==> config.mk <==
export PLATFORM = sky130hd
export DESIGN_NAME = csr_setpoint_regs
export DESIGN_NICKNAME = d
export VERILOG_FILES = /design/src/verilog/csr_pkg.sv /design/src/verilog/csr_decode.sv /design/src/verilog/csr_setpoint_regs.sv
export SDC_FILE = /design/constraint.sdc
export NUM_CORES = 1
export LEC_CHECK = 0
export ABC_AREA = 1
export BUFFER_PORTS_ARGS = -buffer_cell sky130_fd_sc_hd__buf_2
export CAP_MARGIN = 25
export CORE_MARGIN = 3
export CORE_UTILIZATION = 60
export DETAILED_ROUTE_END_ITERATION = 10
export GPL_TIMING_DRIVEN = 0
export PLACE_DENSITY_LB_ADDON = 0.2
export SLEW_MARGIN = 20
export SYNTH_ARGS = -nofsm -noshare
export SYNTH_HDL_FRONTEND = slang
export SYNTH_SLANG_ARGS = --single-unit
==> constraint.sdc <==
create_clock -name clk_sys -period 17.32 [get_ports clk_sys]
set_input_delay 2.598 -clock clk_sys [delete_from_list [all_inputs] [get_ports clk_sys]]
set_output_delay 2.598 -clock clk_sys [all_outputs]
set_load 0.02 [all_outputs]
==> src/verilog/csr_pkg.sv <==
package csr_pkg;

  // register offsets on the serial management port
  localparam logic [7:0] CSR_OFS_FAST = 8'h02;
  localparam logic [7:0] CSR_OFS_PRE_TERM = 8'h03;
  localparam logic [7:0] CSR_OFS_VOLT = 8'h04;

  // values after reset
  localparam logic [7:0] CSR_RST_FAST = 8'h60;
  localparam logic [7:0] CSR_RST_PRE_TERM = 8'h11;
  localparam logic [7:0] CSR_RST_VOLT = 8'hB2;

  // field positions
  localparam int CSR_FAST_RSV_BIT = 7;
  localparam int CSR_FAST_CODE_LSB = 2;
  localparam int CSR_COLD_BIT = 1;
  localparam int CSR_FORCE_BIT = 0;
  localparam int CSR_PRE_CODE_LSB = 4;
  localparam int CSR_PRE_TERM_RSV_BIT = 3;
  localparam int CSR_TERM_CODE_LSB = 0;
  localparam int CSR_REGULATION_VOLTAGE_CODE_CODE_LSB = 2;
  localparam int CSR_LOWBAT_BIT = 1;
  localparam int CSR_RECHG_BIT = 0;

  // writable bits per register; reserved bits are held at zero
  localparam logic [7:0] CSR_MASK_FAST = 8'h7F;
  localparam logic [7:0] CSR_MASK_PRE_TERM = 8'hF7;
  localparam logic [7:0] CSR_MASK_VOLT = 8'hFF;

  // analog scaling, currents in mA and voltages in mV
  localparam logic [15:0] CSR_FAST_OFS_MA = 16'h0200;
  localparam logic [15:0] CSR_FAST_STEP_MA = 16'h0040;
  localparam logic [15:0] CSR_PRE_STEP_MA = 16'h0080;
  localparam logic [3:0] CSR_PRE_SKIP_CODE = 4'h5;
  localparam logic [15:0] CSR_TERM_OFS_MA = 16'h0080;
  localparam logic [15:0] CSR_TERM_STEP_MA = 16'h0080;
  localparam logic [15:0] CSR_REGULATION_VOLTAGE_CODE_OFS_MV = 16'h0DB0;
  localparam logic [15:0] CSR_REGULATION_VOLTAGE_CODE_STEP_MV = 16'h0010;
  localparam logic [15:0] CSR_LOWBAT_LO_MV = 16'h0AF0;
  localparam logic [15:0] CSR_LOWBAT_HI_MV = 16'h0BB8;
  localparam logic [15:0] CSR_RECHG_LO_MV = 16'h0064;
  localparam logic [15:0] CSR_RECHG_HI_MV = 16'h012C;
  localparam logic [16:0] CSR_FAST_PCT = 17'h00014;
  localparam logic [16:0] CSR_PCT_FULL = 17'h00064;

  // the three stored registers
  typedef struct packed {
    logic [7:0] fast;
    logic [7:0] pre_term;
    logic [7:0] volt;
  } csr_regs_t;

  // setpoints handed to the analog charge loops
  typedef struct packed {
    logic [15:0] fast_ma;
    logic [15:0] precharge_ma;
    logic [15:0] term_ma;
    logic [15:0] reg_mv;
    logic [15:0] lowbat_mv;
    logic [15:0] recharge_mv;
    logic cold_sel;
  } csr_setpoint_t;

endpackage

==> src/verilog/csr_decode.sv <==
module csr_decode
  import csr_pkg::*;
(
  input wire csr_regs_t regs,
  output csr_setpoint_t setp
);

  logic [4:0] fast_current_code;
  logic [3:0] precharge_current_code;
  logic [2:0] termination_current_code;
  logic [5:0] regulation_voltage_code;
  logic force_reduced_current;
  logic [15:0] fast_full;
  logic [15:0] precharge_current_value;
  logic [16:0] fast_scaled;

  assign fast_current_code = regs.fast[CSR_FAST_CODE_LSB +: 5];
  assign force_reduced_current = regs.fast[CSR_FORCE_BIT];
  assign precharge_current_code = regs.pre_term[CSR_PRE_CODE_LSB +: 4];
  assign termination_current_code = regs.pre_term[CSR_TERM_CODE_LSB +: 3];
  assign regulation_voltage_code = regs.volt[CSR_REGULATION_VOLTAGE_CODE_CODE_LSB +: 6];

  // binary weighted fast charge current over a fixed offset
  assign fast_full = 16'(CSR_FAST_OFS_MA + 16'(fast_current_code) * CSR_FAST_STEP_MA); // RULE2

  // table has a hole: code 5 jumps straight to 768 mA
  always_comb
  begin
    if (precharge_current_code == 4'h0) // RULE7
      precharge_current_value = CSR_PRE_STEP_MA;
    else if (precharge_current_code < CSR_PRE_SKIP_CODE)
      precharge_current_value = 16'(16'(precharge_current_code) * CSR_PRE_STEP_MA);
    else
      precharge_current_value = 16'((16'(precharge_current_code) + 16'h0001) * CSR_PRE_STEP_MA); // widen first, code 15 wraps in 4 bits
  end

  // reduced mode truncates toward zero
  assign fast_scaled = 17'((17'(fast_full) * CSR_FAST_PCT) / CSR_PCT_FULL);

  always_comb
  begin
    setp.fast_ma = force_reduced_current ? fast_scaled[15:0] : fast_full; // RULE6
    setp.precharge_ma = force_reduced_current ? (precharge_current_value >> 1) : precharge_current_value; // RULE6
    setp.term_ma = 16'(CSR_TERM_OFS_MA + 16'(termination_current_code) * CSR_TERM_STEP_MA); // RULE9
    setp.reg_mv = 16'(CSR_REGULATION_VOLTAGE_CODE_OFS_MV + 16'(regulation_voltage_code) * CSR_REGULATION_VOLTAGE_CODE_STEP_MV); // RULE10
    setp.lowbat_mv = regs.volt[CSR_LOWBAT_BIT] ? CSR_LOWBAT_HI_MV : CSR_LOWBAT_LO_MV; // RULE11
    setp.recharge_mv = regs.volt[CSR_RECHG_BIT] ? CSR_RECHG_HI_MV : CSR_RECHG_LO_MV; // RULE12
    setp.cold_sel = regs.fast[CSR_COLD_BIT]; // RULE5
  end

endmodule // csr_decode

==> src/verilog/csr_setpoint_regs.sv <==
// Overview of operation
// RULE1: charge current top bit reserved, reads zero
// RULE2: fast current is 512 mA plus 64 mA steps
// RULE3: host keeps fast current at or below 2048
// RULE4: fast current code resets to 011000
// RULE5: cold select bit picks boost disable level
// RULE6: reduced mode gives 20% fast, 50% precharge
// RULE7: precharge code table with jump at 0101
// RULE8: precharge code resets to 0001
// RULE9: termination 128 mA offset, resets to 001
// RULE10: regulation voltage 3.504 V plus 16 mV steps
// RULE11: low battery threshold 2.8 or 3.0 V
// RULE12: recharge offset 100 or 300 mV
// RULE13: fields hold until written or reset
module csr_setpoint_regs
  import csr_pkg::*;
(
  input wire logic clk_sys,
  input wire logic nrst,
  input wire logic [7:0] reg_addr,
  input wire logic reg_wr,
  input wire logic [7:0] reg_wdata,
  input wire logic reg_default_req,
  output logic [7:0] reg_rdata,
  output csr_setpoint_t setpoint
);

  csr_regs_t regs;
  csr_regs_t next_regs;
  logic [7:0] next_rdata;
  csr_setpoint_t next_setpoint;

  // writes land on the next edge; a register reset from the serial port wins
  always_comb
  begin
    next_regs = regs; // RULE13
    if (reg_default_req)
    begin
      next_regs.fast = CSR_RST_FAST; // RULE4
      next_regs.pre_term = CSR_RST_PRE_TERM; // RULE8
      next_regs.volt = CSR_RST_VOLT;
    end
    else if (reg_wr)
    begin
      if (reg_addr == CSR_OFS_FAST)
        next_regs.fast = reg_wdata & CSR_MASK_FAST; // RULE1
      else if (reg_addr == CSR_OFS_PRE_TERM)
        next_regs.pre_term = reg_wdata & CSR_MASK_PRE_TERM;
      else if (reg_addr == CSR_OFS_VOLT)
        next_regs.volt = reg_wdata & CSR_MASK_VOLT;
    end
  end

  always_ff @(posedge clk_sys or negedge nrst)
  begin
    if (!nrst)
    begin
      regs.fast <= CSR_RST_FAST; // RULE4
      regs.pre_term <= CSR_RST_PRE_TERM; // RULE8
      regs.volt <= CSR_RST_VOLT;
    end
    else
      regs <= next_regs;
  end

  // read data registered one cycle after the address; unmapped reads zero
  always_comb
  begin
    if (reg_addr == CSR_OFS_FAST)
      next_rdata = regs.fast & CSR_MASK_FAST; // RULE1
    else if (reg_addr == CSR_OFS_PRE_TERM)
      next_rdata = regs.pre_term & CSR_MASK_PRE_TERM;
    else if (reg_addr == CSR_OFS_VOLT)
      next_rdata = regs.volt;
    else
      next_rdata = 8'h00;
  end

  // decode kept combinational, outputs retimed so the loops see clean levels
  csr_decode u_decode (
    .regs(regs),
    .setp(next_setpoint)
  );

  always_ff @(posedge clk_sys or negedge nrst)
  begin
    if (!nrst)
    begin
      reg_rdata <= 8'h00;
      setpoint <= '0;
    end
    else
    begin
      reg_rdata <= next_rdata;
      setpoint <= next_setpoint;
    end
  end

  // helper: the setpoint register is valid only after one edge past reset
  logic sp_valid;
  logic next_sp_valid;
  always_comb
  begin
    next_sp_valid = 1'b1;
  end

  always_ff @(posedge clk_sys or negedge nrst)
  begin
    if (!nrst)
      sp_valid <= 1'b0;
    else
      sp_valid <= next_sp_valid;
  end

  a_rsv_read_zero: assert property (@(posedge clk_sys) disable iff (!nrst) // RULE1
    $past(reg_addr) == CSR_OFS_FAST |-> reg_rdata[CSR_FAST_RSV_BIT] == 1'b0)
    else $error("reserved charge current bit read back as one");

  a_fast_offset: assert property (@(posedge clk_sys) disable iff (!nrst) // RULE2
    sp_valid && !$past(regs.fast[CSR_FORCE_BIT]) |->
      setpoint.fast_ma == 16'(16'h0200 + 16'($past(regs.fast[6:2])) * 16'h0040))
    else $error("fast current does not match code");

  a_fast_default: assert property (@(posedge clk_sys) disable iff (!nrst) // RULE4
    reg_default_req |=> regs.fast[6:2] == 5'b11000 ##1 (sp_valid -> setpoint.fast_ma == 16'h0800))
    else $error("fast current default wrong after register reset");

  a_cold_follow: assert property (@(posedge clk_sys) disable iff (!nrst) // RULE5
    sp_valid |-> setpoint.cold_sel == $past(regs.fast[CSR_COLD_BIT]))
    else $error("cold select does not follow register");

  a_reduced_scale: assert property (@(posedge clk_sys) disable iff (!nrst) // RULE6
    sp_valid && $past(regs.fast[CSR_FORCE_BIT]) |->
      setpoint.fast_ma == 16'((32'(16'h0200 + 16'($past(regs.fast[6:2])) * 16'h0040) * 20) / 100))
    else $error("reduced fast current not twenty percent");

  a_pre_jump: assert property (@(posedge clk_sys) disable iff (!nrst) // RULE7
    sp_valid && $past(regs.pre_term[7:4]) == 4'h5 && !$past(regs.fast[CSR_FORCE_BIT]) |->
      setpoint.precharge_ma == 16'h0300)
    else $error("precharge code 0101 not 768 mA");

  a_pre_default: assert property (@(posedge clk_sys) disable iff (!nrst) // RULE8
    reg_default_req |=> regs.pre_term == 8'h11)
    else $error("precharge default wrong");

  a_term_value: assert property (@(posedge clk_sys) disable iff (!nrst) // RULE9
    sp_valid |-> setpoint.term_ma == 16'(16'h0080 + 16'($past(regs.pre_term[2:0])) * 16'h0080))
    else $error("termination current mismatch");

  a_regulation_voltage_code_value: assert property (@(posedge clk_sys) disable iff (!nrst) // RULE10
    sp_valid |-> setpoint.reg_mv == 16'(16'h0DB0 + 16'($past(regs.volt[7:2])) * 16'h0010))
    else $error("regulation voltage mismatch");

  a_lowbat_sel: assert property (@(posedge clk_sys) disable iff (!nrst) // RULE11
    sp_valid |-> setpoint.lowbat_mv == ($past(regs.volt[1]) ? 16'h0BB8 : 16'h0AF0))
    else $error("low battery threshold mismatch");

  a_rechg_sel: assert property (@(posedge clk_sys) disable iff (!nrst) // RULE12
    sp_valid |-> setpoint.recharge_mv == ($past(regs.volt[0]) ? 16'h012C : 16'h0064))
    else $error("recharge offset mismatch");

  a_hold_value: assert property (@(posedge clk_sys) disable iff (!nrst) // RULE13
    !reg_wr && !reg_default_req |=> $stable(regs))
    else $error("register changed without a write");

  // reserved bits never reach storage, not only masked on the read path
  a_rsv_stored_zero: assert property (@(posedge clk_sys) disable iff (!nrst) // RULE1
    regs.fast[CSR_FAST_RSV_BIT] == 1'b0 && regs.pre_term[CSR_PRE_TERM_RSV_BIT] == 1'b0)
    else $error("reserved bit stored as one");

  // each mapped write lands at its own edge
  a_wr_fast_lands: assert property (@(posedge clk_sys) disable iff (!nrst) // RULE13
    reg_wr && !reg_default_req && reg_addr == CSR_OFS_FAST |=>
      regs.fast == ($past(reg_wdata) & 8'h7F))
    else $error("charge current write did not land");

  a_wr_pre_lands: assert property (@(posedge clk_sys) disable iff (!nrst) // RULE13
    reg_wr && !reg_default_req && reg_addr == CSR_OFS_PRE_TERM |=>
      regs.pre_term == ($past(reg_wdata) & 8'hF7))
    else $error("precharge and termination write did not land");

  a_wr_volt_lands: assert property (@(posedge clk_sys) disable iff (!nrst) // RULE13
    reg_wr && !reg_default_req && reg_addr == CSR_OFS_VOLT |=>
      regs.volt == $past(reg_wdata))
    else $error("charge voltage write did not land");

  // writes outside the map must leave every field alone
  a_unmapped_ignored: assert property (@(posedge clk_sys) disable iff (!nrst) // RULE13
    reg_wr && !reg_default_req && reg_addr != CSR_OFS_FAST && reg_addr != CSR_OFS_PRE_TERM &&
      reg_addr != CSR_OFS_VOLT |=> $stable(regs))
    else $error("write to unmapped offset changed a register");

  a_rdata_unmapped: assert property (@(posedge clk_sys) disable iff (!nrst) // RULE1
    $past(reg_addr) != CSR_OFS_FAST && $past(reg_addr) != CSR_OFS_PRE_TERM &&
      $past(reg_addr) != CSR_OFS_VOLT |-> reg_rdata == 8'h00)
    else $error("unmapped offset read back nonzero");

  // register reset restores every remaining field
  a_cold_default: assert property (@(posedge clk_sys) disable iff (!nrst) // RULE5
    reg_default_req |=> regs.fast[CSR_COLD_BIT] == 1'b0)
    else $error("cold select not cleared by register reset");

  a_force_default: assert property (@(posedge clk_sys) disable iff (!nrst) // RULE6
    reg_default_req |=> regs.fast[CSR_FORCE_BIT] == 1'b0)
    else $error("reduced current bit not cleared by register reset");

  a_term_default: assert property (@(posedge clk_sys) disable iff (!nrst) // RULE9
    reg_default_req |=> regs.pre_term[CSR_TERM_CODE_LSB +: 3] == 3'b001)
    else $error("termination code default wrong");

  a_regulation_voltage_code_default: assert property (@(posedge clk_sys) disable iff (!nrst) // RULE10
    reg_default_req |=> regs.volt[CSR_REGULATION_VOLTAGE_CODE_CODE_LSB +: 6] == 6'b101100)
    else $error("regulation voltage default wrong");

  a_lowbat_default: assert property (@(posedge clk_sys) disable iff (!nrst) // RULE11
    reg_default_req |=> regs.volt[CSR_LOWBAT_BIT] == 1'b1)
    else $error("low battery threshold default wrong");

  a_rechg_default: assert property (@(posedge clk_sys) disable iff (!nrst) // RULE12
    reg_default_req |=> regs.volt[CSR_RECHG_BIT] == 1'b0)
    else $error("recharge offset default wrong");

  // precharge table end points and the halved value
  a_pre_halved: assert property (@(posedge clk_sys) disable iff (!nrst) // RULE6
    sp_valid && $past(regs.pre_term[7:4]) == 4'h5 && $past(regs.fast[CSR_FORCE_BIT]) |->
      setpoint.precharge_ma == 16'h0180)
    else $error("reduced precharge not half of 768 mA");

  a_pre_low_codes: assert property (@(posedge clk_sys) disable iff (!nrst) // RULE7
    sp_valid && $past(regs.pre_term[7:4]) < 4'h2 && !$past(regs.fast[CSR_FORCE_BIT]) |->
      setpoint.precharge_ma == 16'h0080)
    else $error("precharge codes 0000 and 0001 not 128 mA");

  a_pre_top_code: assert property (@(posedge clk_sys) disable iff (!nrst) // RULE7
    sp_valid && $past(regs.pre_term[7:4]) == 4'hF && !$past(regs.fast[CSR_FORCE_BIT]) |->
      setpoint.precharge_ma == 16'h0800)
    else $error("precharge code 1111 not 2048 mA");

endmodule // csr_setpoint_regs

# Word level (Yosys, flattened, before mapping)
# Cells that the tools add are included.
# word_totals
latchBits,0
wordCells,47
romBits,0
output_inout_bits,105
ram_bits,0
memories,0
register_bits,128
# classes
mul,1
reduce_logical,8
eq_ne,5
shifts,0
add_sub_neg,4
n_mux,16
bitwise,0
div_mod_pow,1
order_cmp,1
# op_table
op,count
$mux W16,5
$mux W8,6
$mux W23,2
$mux W9,2
$div A17 B7 Y17 const B,1
$eq A8 B2 Y1 const B,2
$mul A16 B3 Y15 const B,1
$add A12 B10 Y13 const A,1
$add A10 B11 Y12 const A,1
$add A8 B10 Y11 const A,1
$eq A8 B3 Y1 const B,1
$reduce_bool A2 Y1,4
$mux W7,1
$add A4 B1 Y5 const B,1
$logic_not A4 Y1,1
$lt A4 B3 Y1 const B,1
$ne A2 B2 Y1 const B,2
$reduce_and A4 Y1,1
$reduce_and A3 Y1,1
$reduce_and A2 Y1,1

# Logic depth before layout (Yosys ltp)
# Gate-level depths: netlist of the first run.
# logic_depth
word_depth,6
depth_mapped,69
mapped_depth_nobuf,69

# By module
# Synthesis of the first run repeated with hierarchy kept, for this count alone.
# unflattened
cells_unflattened,903
area_unflattened_um2,7485.9
# modules_own_cells
module,area_per_inst_um2,seq_area_each_um2,cells_each,n_inst
csr_setpoint_regs,3958.8,3188.1,285,1
csr_decode,3527.1,0.0,618,1

# Worst setup path after synthesis of the first run
# No wires, ideal clock.
# synth_path
path_kind,register to register
from,"register, netlist name regs[22]"
to,register setpoint[81] (netlist bit)
t_arrival_ns,7.410
path_stages_with_launch,67
setup_ns,0.131
required_ns,17.189
period_less_slack_ns,7.542
slack_ns,9.778
cell_sequence,dfstp_2 inv_1 ha_1 inv_1 ha_1 inv_1 fa_1 inv_1 nand2_1 nand2_1 nand2_1 nand2_1 nand2_1 nand2_1 nand2_2 nand2_2 nand2_4 nor2_4 (+31 left out) nand3_4 buf_6 inv_2 ha_1 inv_1 nand3_2 nand3_2 nor2_8 ha_1 nand3_1 nand2_1 nand2_1 nand2_1 o21ai_0 nor2_1 nor2_1 nor2_1 nor2_1
# synth_lines
element,line,text
"end signal, assigned",csr_setpoint_regs.sv:95,setpoint <= next_setpoint;
"end, declared",csr_setpoint_regs.sv:25,output csr_setpoint_t setpoint

==> results.ini, run 1 <==
[placement]
pre_cts_slack_ns = 8.635
post-dp-hpwl_microns = 10230
io_buffers = 71
place_area_sq_um = 6121
place_congestion = 0.8920

[route]
drtPass1Iterations = 5
routed_wl_microns = 12830
drt_iter0_drc = 241
drc_errors = 0
num_vias = 4986
final_antenna_net_count = 0
post_drt_wl_per_cell_microns = 13.12
viasPerCell = 5.098

[floorplan]
initial_core_util_pct = 62.02
chipWidth_microns = 100.9
io_pins = 125
rows = 34
dieArea_sq_um = 10190
die_y_microns = 100.9
coreArea_sq_um = 8721

[clock_tree]
cts_buffer_depth = 2
clkSlewWorstSetupHoldPaths_ns = 0.10
tritoncts = yes
cts_setup_buffers = 0
cts_hold_buffers = 0
htreeDepth = 3
clock-root-buffer = clkbuf_8
insertion_delay_ns = 0.36
cts.sinks = 67
cts_buffers = 9
cts_resized = 0

[critical_path]
cp.arrival_ns = 9.03
worstPathMaxFanout = 10
worstReg2RegStart = regs[22]
worst_setup_path_end_kind = flip-flop
path_class = flip-flop to flip-flop
cp_slowest_cell = dfstp_2
cp.required_ns = 17.56
crit_start = regs[22]
slowest_delay_ns = 0.55
worst_path_most_repeated_cell = nand2_1
startpoint_type = flip-flop

[sta]
finClkSkew_ns = 0.01643
relSlewSlack_pct = 62.55
slew_viol_final = 0
hold_viol = 0
setup_viol = 0
final.setup.tns_ns = 0
rsz0062_at_grt = no
finalWorstPathRequiredPeriod_ns = 8.789
max_freq_mhz = 113.8
setup_ws_ns = 8.531
min_period_over_period_pct = 50.75
max_slew.worst_pin.slew_ns = 0.5567

[yosys]
avgSynthCellArea_sq_um = 7.399
async_reset_ff_share_pct = 100.0
ys_seq_area_share_pct = 31.18
synth_enable_flop_cells = 0
synth_cells = 731
synth_area_sq_um = 5409
synth_cell_type_count = 44
ys.flop_type = dfrtp_1
synth_seq_cells = 67
synth_warnings = 0

[cells_and_area]
seqCellArea_sq_um = 1687
diodes = 0
multi_input_area_sq_um = 3035
drive_above_1_share_pct = 30.11
final_cell_area_sq_um = 6321
fillerInstances = 733
nets = 905
syn_to_final_growth_pct = 16.86

[grt]
overflow = 0
grt_max_degree = 62
antenna_found_initial = 0
grt_pass1_wl_microns = 21610
grt_usage_pct = 26.10
grt_pass1_vias = 4768

[job]
max-cap-violations = 0

[worst_hold_path]
min_from = regs[1]
hold_class = flip-flop to flip-flop

[outcome]
outcome = completed

-- worst paths after layout --
kind / end / slack, ns / depth (start not counted)
worst max-delay path: setpoint[81] / 8.53 / 64
worst min-delay path: setpoint[25] / 0.41 / 0
worst max register to register: setpoint[81] / 8.53 / 64
worst min register to register: setpoint[25] / 0.41 / 0
max in group asynchronous: regs[8] / 14.71 / 2
min in group asynchronous: setpoint[81] / 2.04 / 1
-- state kept, by name (all words and copies together) (netlist names) --
signal / count
reg_rdata: 8
regs: 22
setpoint: 37
-- through the flow --
stage	instances	util [%]	hold slack [ns]
2_1_floorplan	782	-	0.3741
3_3_place_gp	961	69.84	0.3980
3_5_place_dp	962	70.19	0.3943
4_1_cts	978	72.48	0.4112
5_1_grt	978	72.48	0.4198
6_report	978	72.48	0.4103
-- layout make-up --
class	count	share of cell area (%)
Multi-Input combinational cell	545	48.02
Sequential cell	67	26.68
Buffer	66	7.720
Inverter	104	6.176
Timing Repair Buffer	72	6.097
Tap cell	108	2.138
Clock buffer	9	1.960
Clock inverter	7	1.207
-- cell usage in the layout (no fill, tap or decap), types with 2 or more instances in the layout --
cell	instances
a21oi_1	14
conb_1	53
o221ai_1	5
nor3_1	3
buf_6	2
nor2_2	6
nand3b_1	5
ha_1	19
o22ai_1	2
nand3_2	9
o21ai_0	42
nor4_1	4
nor2_1	36
nand3_1	60
nand3_4	3
nand2_4	12
nand2_2	32
buf_4	61
buf_2	70
clkbuf_8	9
o211ai_1	3
xor2_1	8
dfstp_2	8
inv_2	22
nor2_8	3
clkbuf_1	4
inv_8	3
nor2_4	9
inv_1	80
inv_6	3
clkinv_1	2
nand2_1	184
dfrtp_1	59
xnor2_1	4
nand4_1	16
-- synthesized netlist by cell type (2+ instances only) --
library cell  instances  area (sq um)
nor4_1                4         25.02
buf_4                60         450.4
dfstp_2               8         210.2
nand3_2               9         90.09
nor2_8                3         60.06
nor3_1                3         15.01
o221ai_1              5         43.79
nor2_1               36         135.1
inv_1                80         300.3
buf_6                 2         22.52
clkbuf_1              4         15.01
a21oi_1              14         70.07
nand4_1              16         100.1
nand3b_1              5         37.54
nor2_2                6         37.54
xnor2_1               4         35.03
clkinv_1              2         7.510
nand2_1             184         690.7
nand2_4              12         135.1
nand2_2              32         200.2
nor2_4                9         101.4
nand3_4               3         52.55
xor2_1                8         70.07
o21ai_0              42         210.2
dfrtp_1              59          1476
conb_1                2         7.510
o22ai_1               2         12.51
inv_2                22         82.58
o211ai_1              3         22.52
ha_1                 19         237.7
nand3_1              60         300.3
-- worst max-delay path: cells and delay by family, from the launching register on --
kind / cells / cell delay (ns)
compound gates: 2 / 0.16
fa+ha+maj: 8 / 2.44
buf+inv: 10 / 0.92
flops: 1 / 0.55
simple gates: 44 / 4.60
-- routing by layer --
layer | vias to the layer above | global-route usage, % | wire length, microns
met2 | 165 | 46.18 | 6586
met1 | 2292 | 32.50 | 5330
met3 | 29 | 4.498 | 614
li1 | 2500 | - | -
met5 | - | 0 | 0
met4 | 0 | 7.771 | 298
-- logic make-up after synthesis --
logic type | Yosys count | share of synthesized area, %
AO/OA/AOI/OAI | 74 | 8.258
buffers and inverters | 170 | 16.24
AND/OR/NAND/NOR | 386 | 37.47
flip-flops | 67 | 31.18
adder cells (fa/ha/maj) | 20 | 4.765
XOR/XNOR | 12 | 1.943
other | 2 | 0.1388
Power of run 1 is left out: the tool's default activity adds up to more than one toggle a clock period on the data nets, which glitch-free logic cannot reach.
==> run 2, diff against run 1 <==
CORE_UTILIZATION = 50   (was 60)
clock period = 7.45 ns   (was 17.32 ns; I/O delays follow)
==> results.ini, run 2 (same netlist as run 1, synthesis figures left out) <==
[outcome]
outcome = completed  ; unchanged

[placement]
post-dp-hpwl_microns = 10140  ; was 10,230 microns
place_congestion = 0.8821  ; was 0.8920
placedCellCount = 990  ; was 962
io_buffers = 71  ; unchanged

[sta]
setup_viol = 0  ; unchanged
hold_viol = 0  ; unchanged
relSlewSlack_pct = 59.23  ; was 62.55%
max_slew.worst_pin.slew_ns = 0.6059  ; was 0.5567 ns
finClkSkew_ns = 0.01503  ; was 0.01643 ns
rsz0062_at_grt = yes  ; was no
max_freq_mhz = 134.5  ; was 113.8 MHz
slew_viol_final = 0  ; unchanged
finalWorstPathRequiredPeriod_ns = 7.437  ; was 8.789 ns
min_period_over_period_pct = 99.83  ; was 50.75%

[cells_and_area]
layout_common_cells = 141 x nand2_1, 128 x buf_4, 73 x inv_1  ; was 184 x nand2_1, 80 x inv_1, 70 x buf_2
top_regs = setpoint x37, regs x22, reg_rdata x8  ; unchanged
nets = 982  ; was 905
fillerInstances = 732  ; was 733
max_flop_register = setpoint  ; unchanged
seqCellArea_sq_um = 1687  ; unchanged
syn_to_final_growth_pct = 42.59  ; was 16.86%
fin_cells = 1083  ; was 978
drive_above_1_share_pct = 45.41  ; was 30.11%
multi_input_area_sq_um = 3716  ; was 3035 sq um
diodes = 0  ; unchanged
final_common_cell = nand2_1  ; unchanged
largest_register_ffs = 37  ; unchanged

[critical_path]
worstPathMaxFanout = 7  ; was 10
worst_path_most_repeated_cell = nand2_4  ; was nand2_1
cp_slowest_cell = dfstp_2  ; unchanged
cp.required_ns = 7.69  ; was 17.56 ns
path_class = flip-flop to flip-flop  ; unchanged
worst_setup_path_end_kind = flip-flop  ; unchanged
crit_buf_inv = 10  ; unchanged
startpoint_type = flip-flop  ; unchanged
slowest_delay_ns = 0.57  ; was 0.55 ns
critPathTopFamily = simple AND/OR/NAND/NOR gates  ; unchanged
cp.arrival_ns = 7.67  ; was 9.03 ns

[grt]
grt_pass1_vias = 5055  ; was 4,768
grt_usage_pct = 23.94  ; was 26.10%
overflow = 0  ; unchanged
grt_max_degree = 48  ; was 62
antenna_found_initial = 0  ; unchanged
grt_pass1_wl_microns = 23090  ; was 21,610 microns

[floorplan]
coreArea_sq_um = 10420  ; was 8721 sq um
io_pins = 125  ; unchanged
initial_core_util_pct = 51.93  ; was 62.02%
rows = 37  ; was 34
chipWidth_microns = 110.0  ; was 100.9 microns
die_y_microns = 110.0  ; was 100.9 microns
dieArea_sq_um = 12100  ; was 10,190 sq um

[clock_tree]
tritoncts = yes  ; unchanged
cts_buffer_depth = 2  ; unchanged
clkSlewWorstSetupHoldPaths_ns = 0.10  ; about the same
cts_buffers = 9  ; unchanged
clock-root-buffer = clkbuf_8  ; unchanged
cts.sinks = 67  ; unchanged
insertion_delay_ns = 0.36  ; about the same
htreeDepth = 3  ; unchanged

[route]
num_vias = 5538  ; was 4,986
viasPerCell = 5.114  ; was 5.098
drc_errors = 0  ; unchanged
routed_wl_microns = 15490  ; was 12,830 microns
drt_iter0_drc = 369  ; was 241
post_drt_wl_per_cell_microns = 14.30  ; was 13.12 microns
final_antenna_net_count = 0  ; unchanged
drtPass1Iterations = 6  ; was 5

[worst_hold_path]
hold_class = flip-flop to flip-flop  ; unchanged

[job]
max-cap-violations = 0  ; unchanged

-- run 2: cell types whose count changed in the layout (fill, tap and decap cells not counted), sizes merged --
cell   previous run  this run
nand4            18        19
buf             134       210
-- run 2: final cells by class --
| type | instances | share of cell area (%) |
|---|---|---|
| plain buffers | 66 | 6.424 |
| multi-input cells | 546 | 48.18 |
| clock buffers | 9 | 1.606 |
| clock inverters | 7 | 0.9896 |
| well taps | 136 | 2.206 |
| flip-flops and latches | 67 | 21.87 |
| inverters | 104 | 5.548 |
| repair buffers | 148 | 13.17 |
-- run 2: metrics by stage --
stage / setup TNS [ns] / worst slack [ns] / utilization [%] / area (sq um) / hold WS (ns)
global route: -0.6214 / -0.4095 / 74.04 / 7712 / 0.4184
global placement: -1.264 / -0.7495 / 59.12 / 6158 / 0.3973
floorplan: 0 / 0.01338 / - / 5633 / 0.3741
detailed placement: -2.124 / -1.104 / 59.41 / 6188 / 0.3951
CTS: 0 / 0.01457 / 66.26 / 6902 / 0.4111
finish: 0 / 0.01300 / 74.04 / 7712 / 0.4104
-- run 2: path summary, 6_finish.rpt --
| kind | startpoint | endpoint | slack [ns] | depth (start not counted) |
|---|---|---|---|---|
| max | regs[22] | setpoint[81] | 0.01 | 64 |
| min | regs[1] | setpoint[25] | 0.41 | 0 |
| max reg2reg | regs[22] | setpoint[81] | 0.01 | 64 |
| min reg2reg | regs[1] | setpoint[25] | 0.41 | 0 |
| max in group asynchronous | nrst | regs[4] | 6.25 | 2 |
| min in group asynchronous | nrst | setpoint[25] | 0.62 | 1 |
-- run 2: worst reg2reg max path, delay by kind of cell (launching register included) --
family,cells,cell delay [ns]
adder cells (fa/ha/maj),7,1.67
buffers and inverters,10,0.73
AND/OR/NAND/NOR,45,4.08
flip-flops,1,0.57
XOR/XNOR,2,0.28
-- run 2: what timing repair did --
action                     CTS  global route
buffers inserted            34            42
hold buffers                 0             0
cloned                       1             0
setup endpoints to repair    3             3
resized for setup           52           112
hold endpoints to repair     0             0
pin swaps                   39            84
-- run 2: routing by layer --
layer  up-vias  track usage [%]  part of all wire, %
li1       2671                -                    -
met1      2650            28.57                   39
met2       186            43.02                   53
met3        31            5.591                  5.3
met4         0            6.411                  2.1
met5         -                0                    0
Power of run 2 is left out for the same reason.
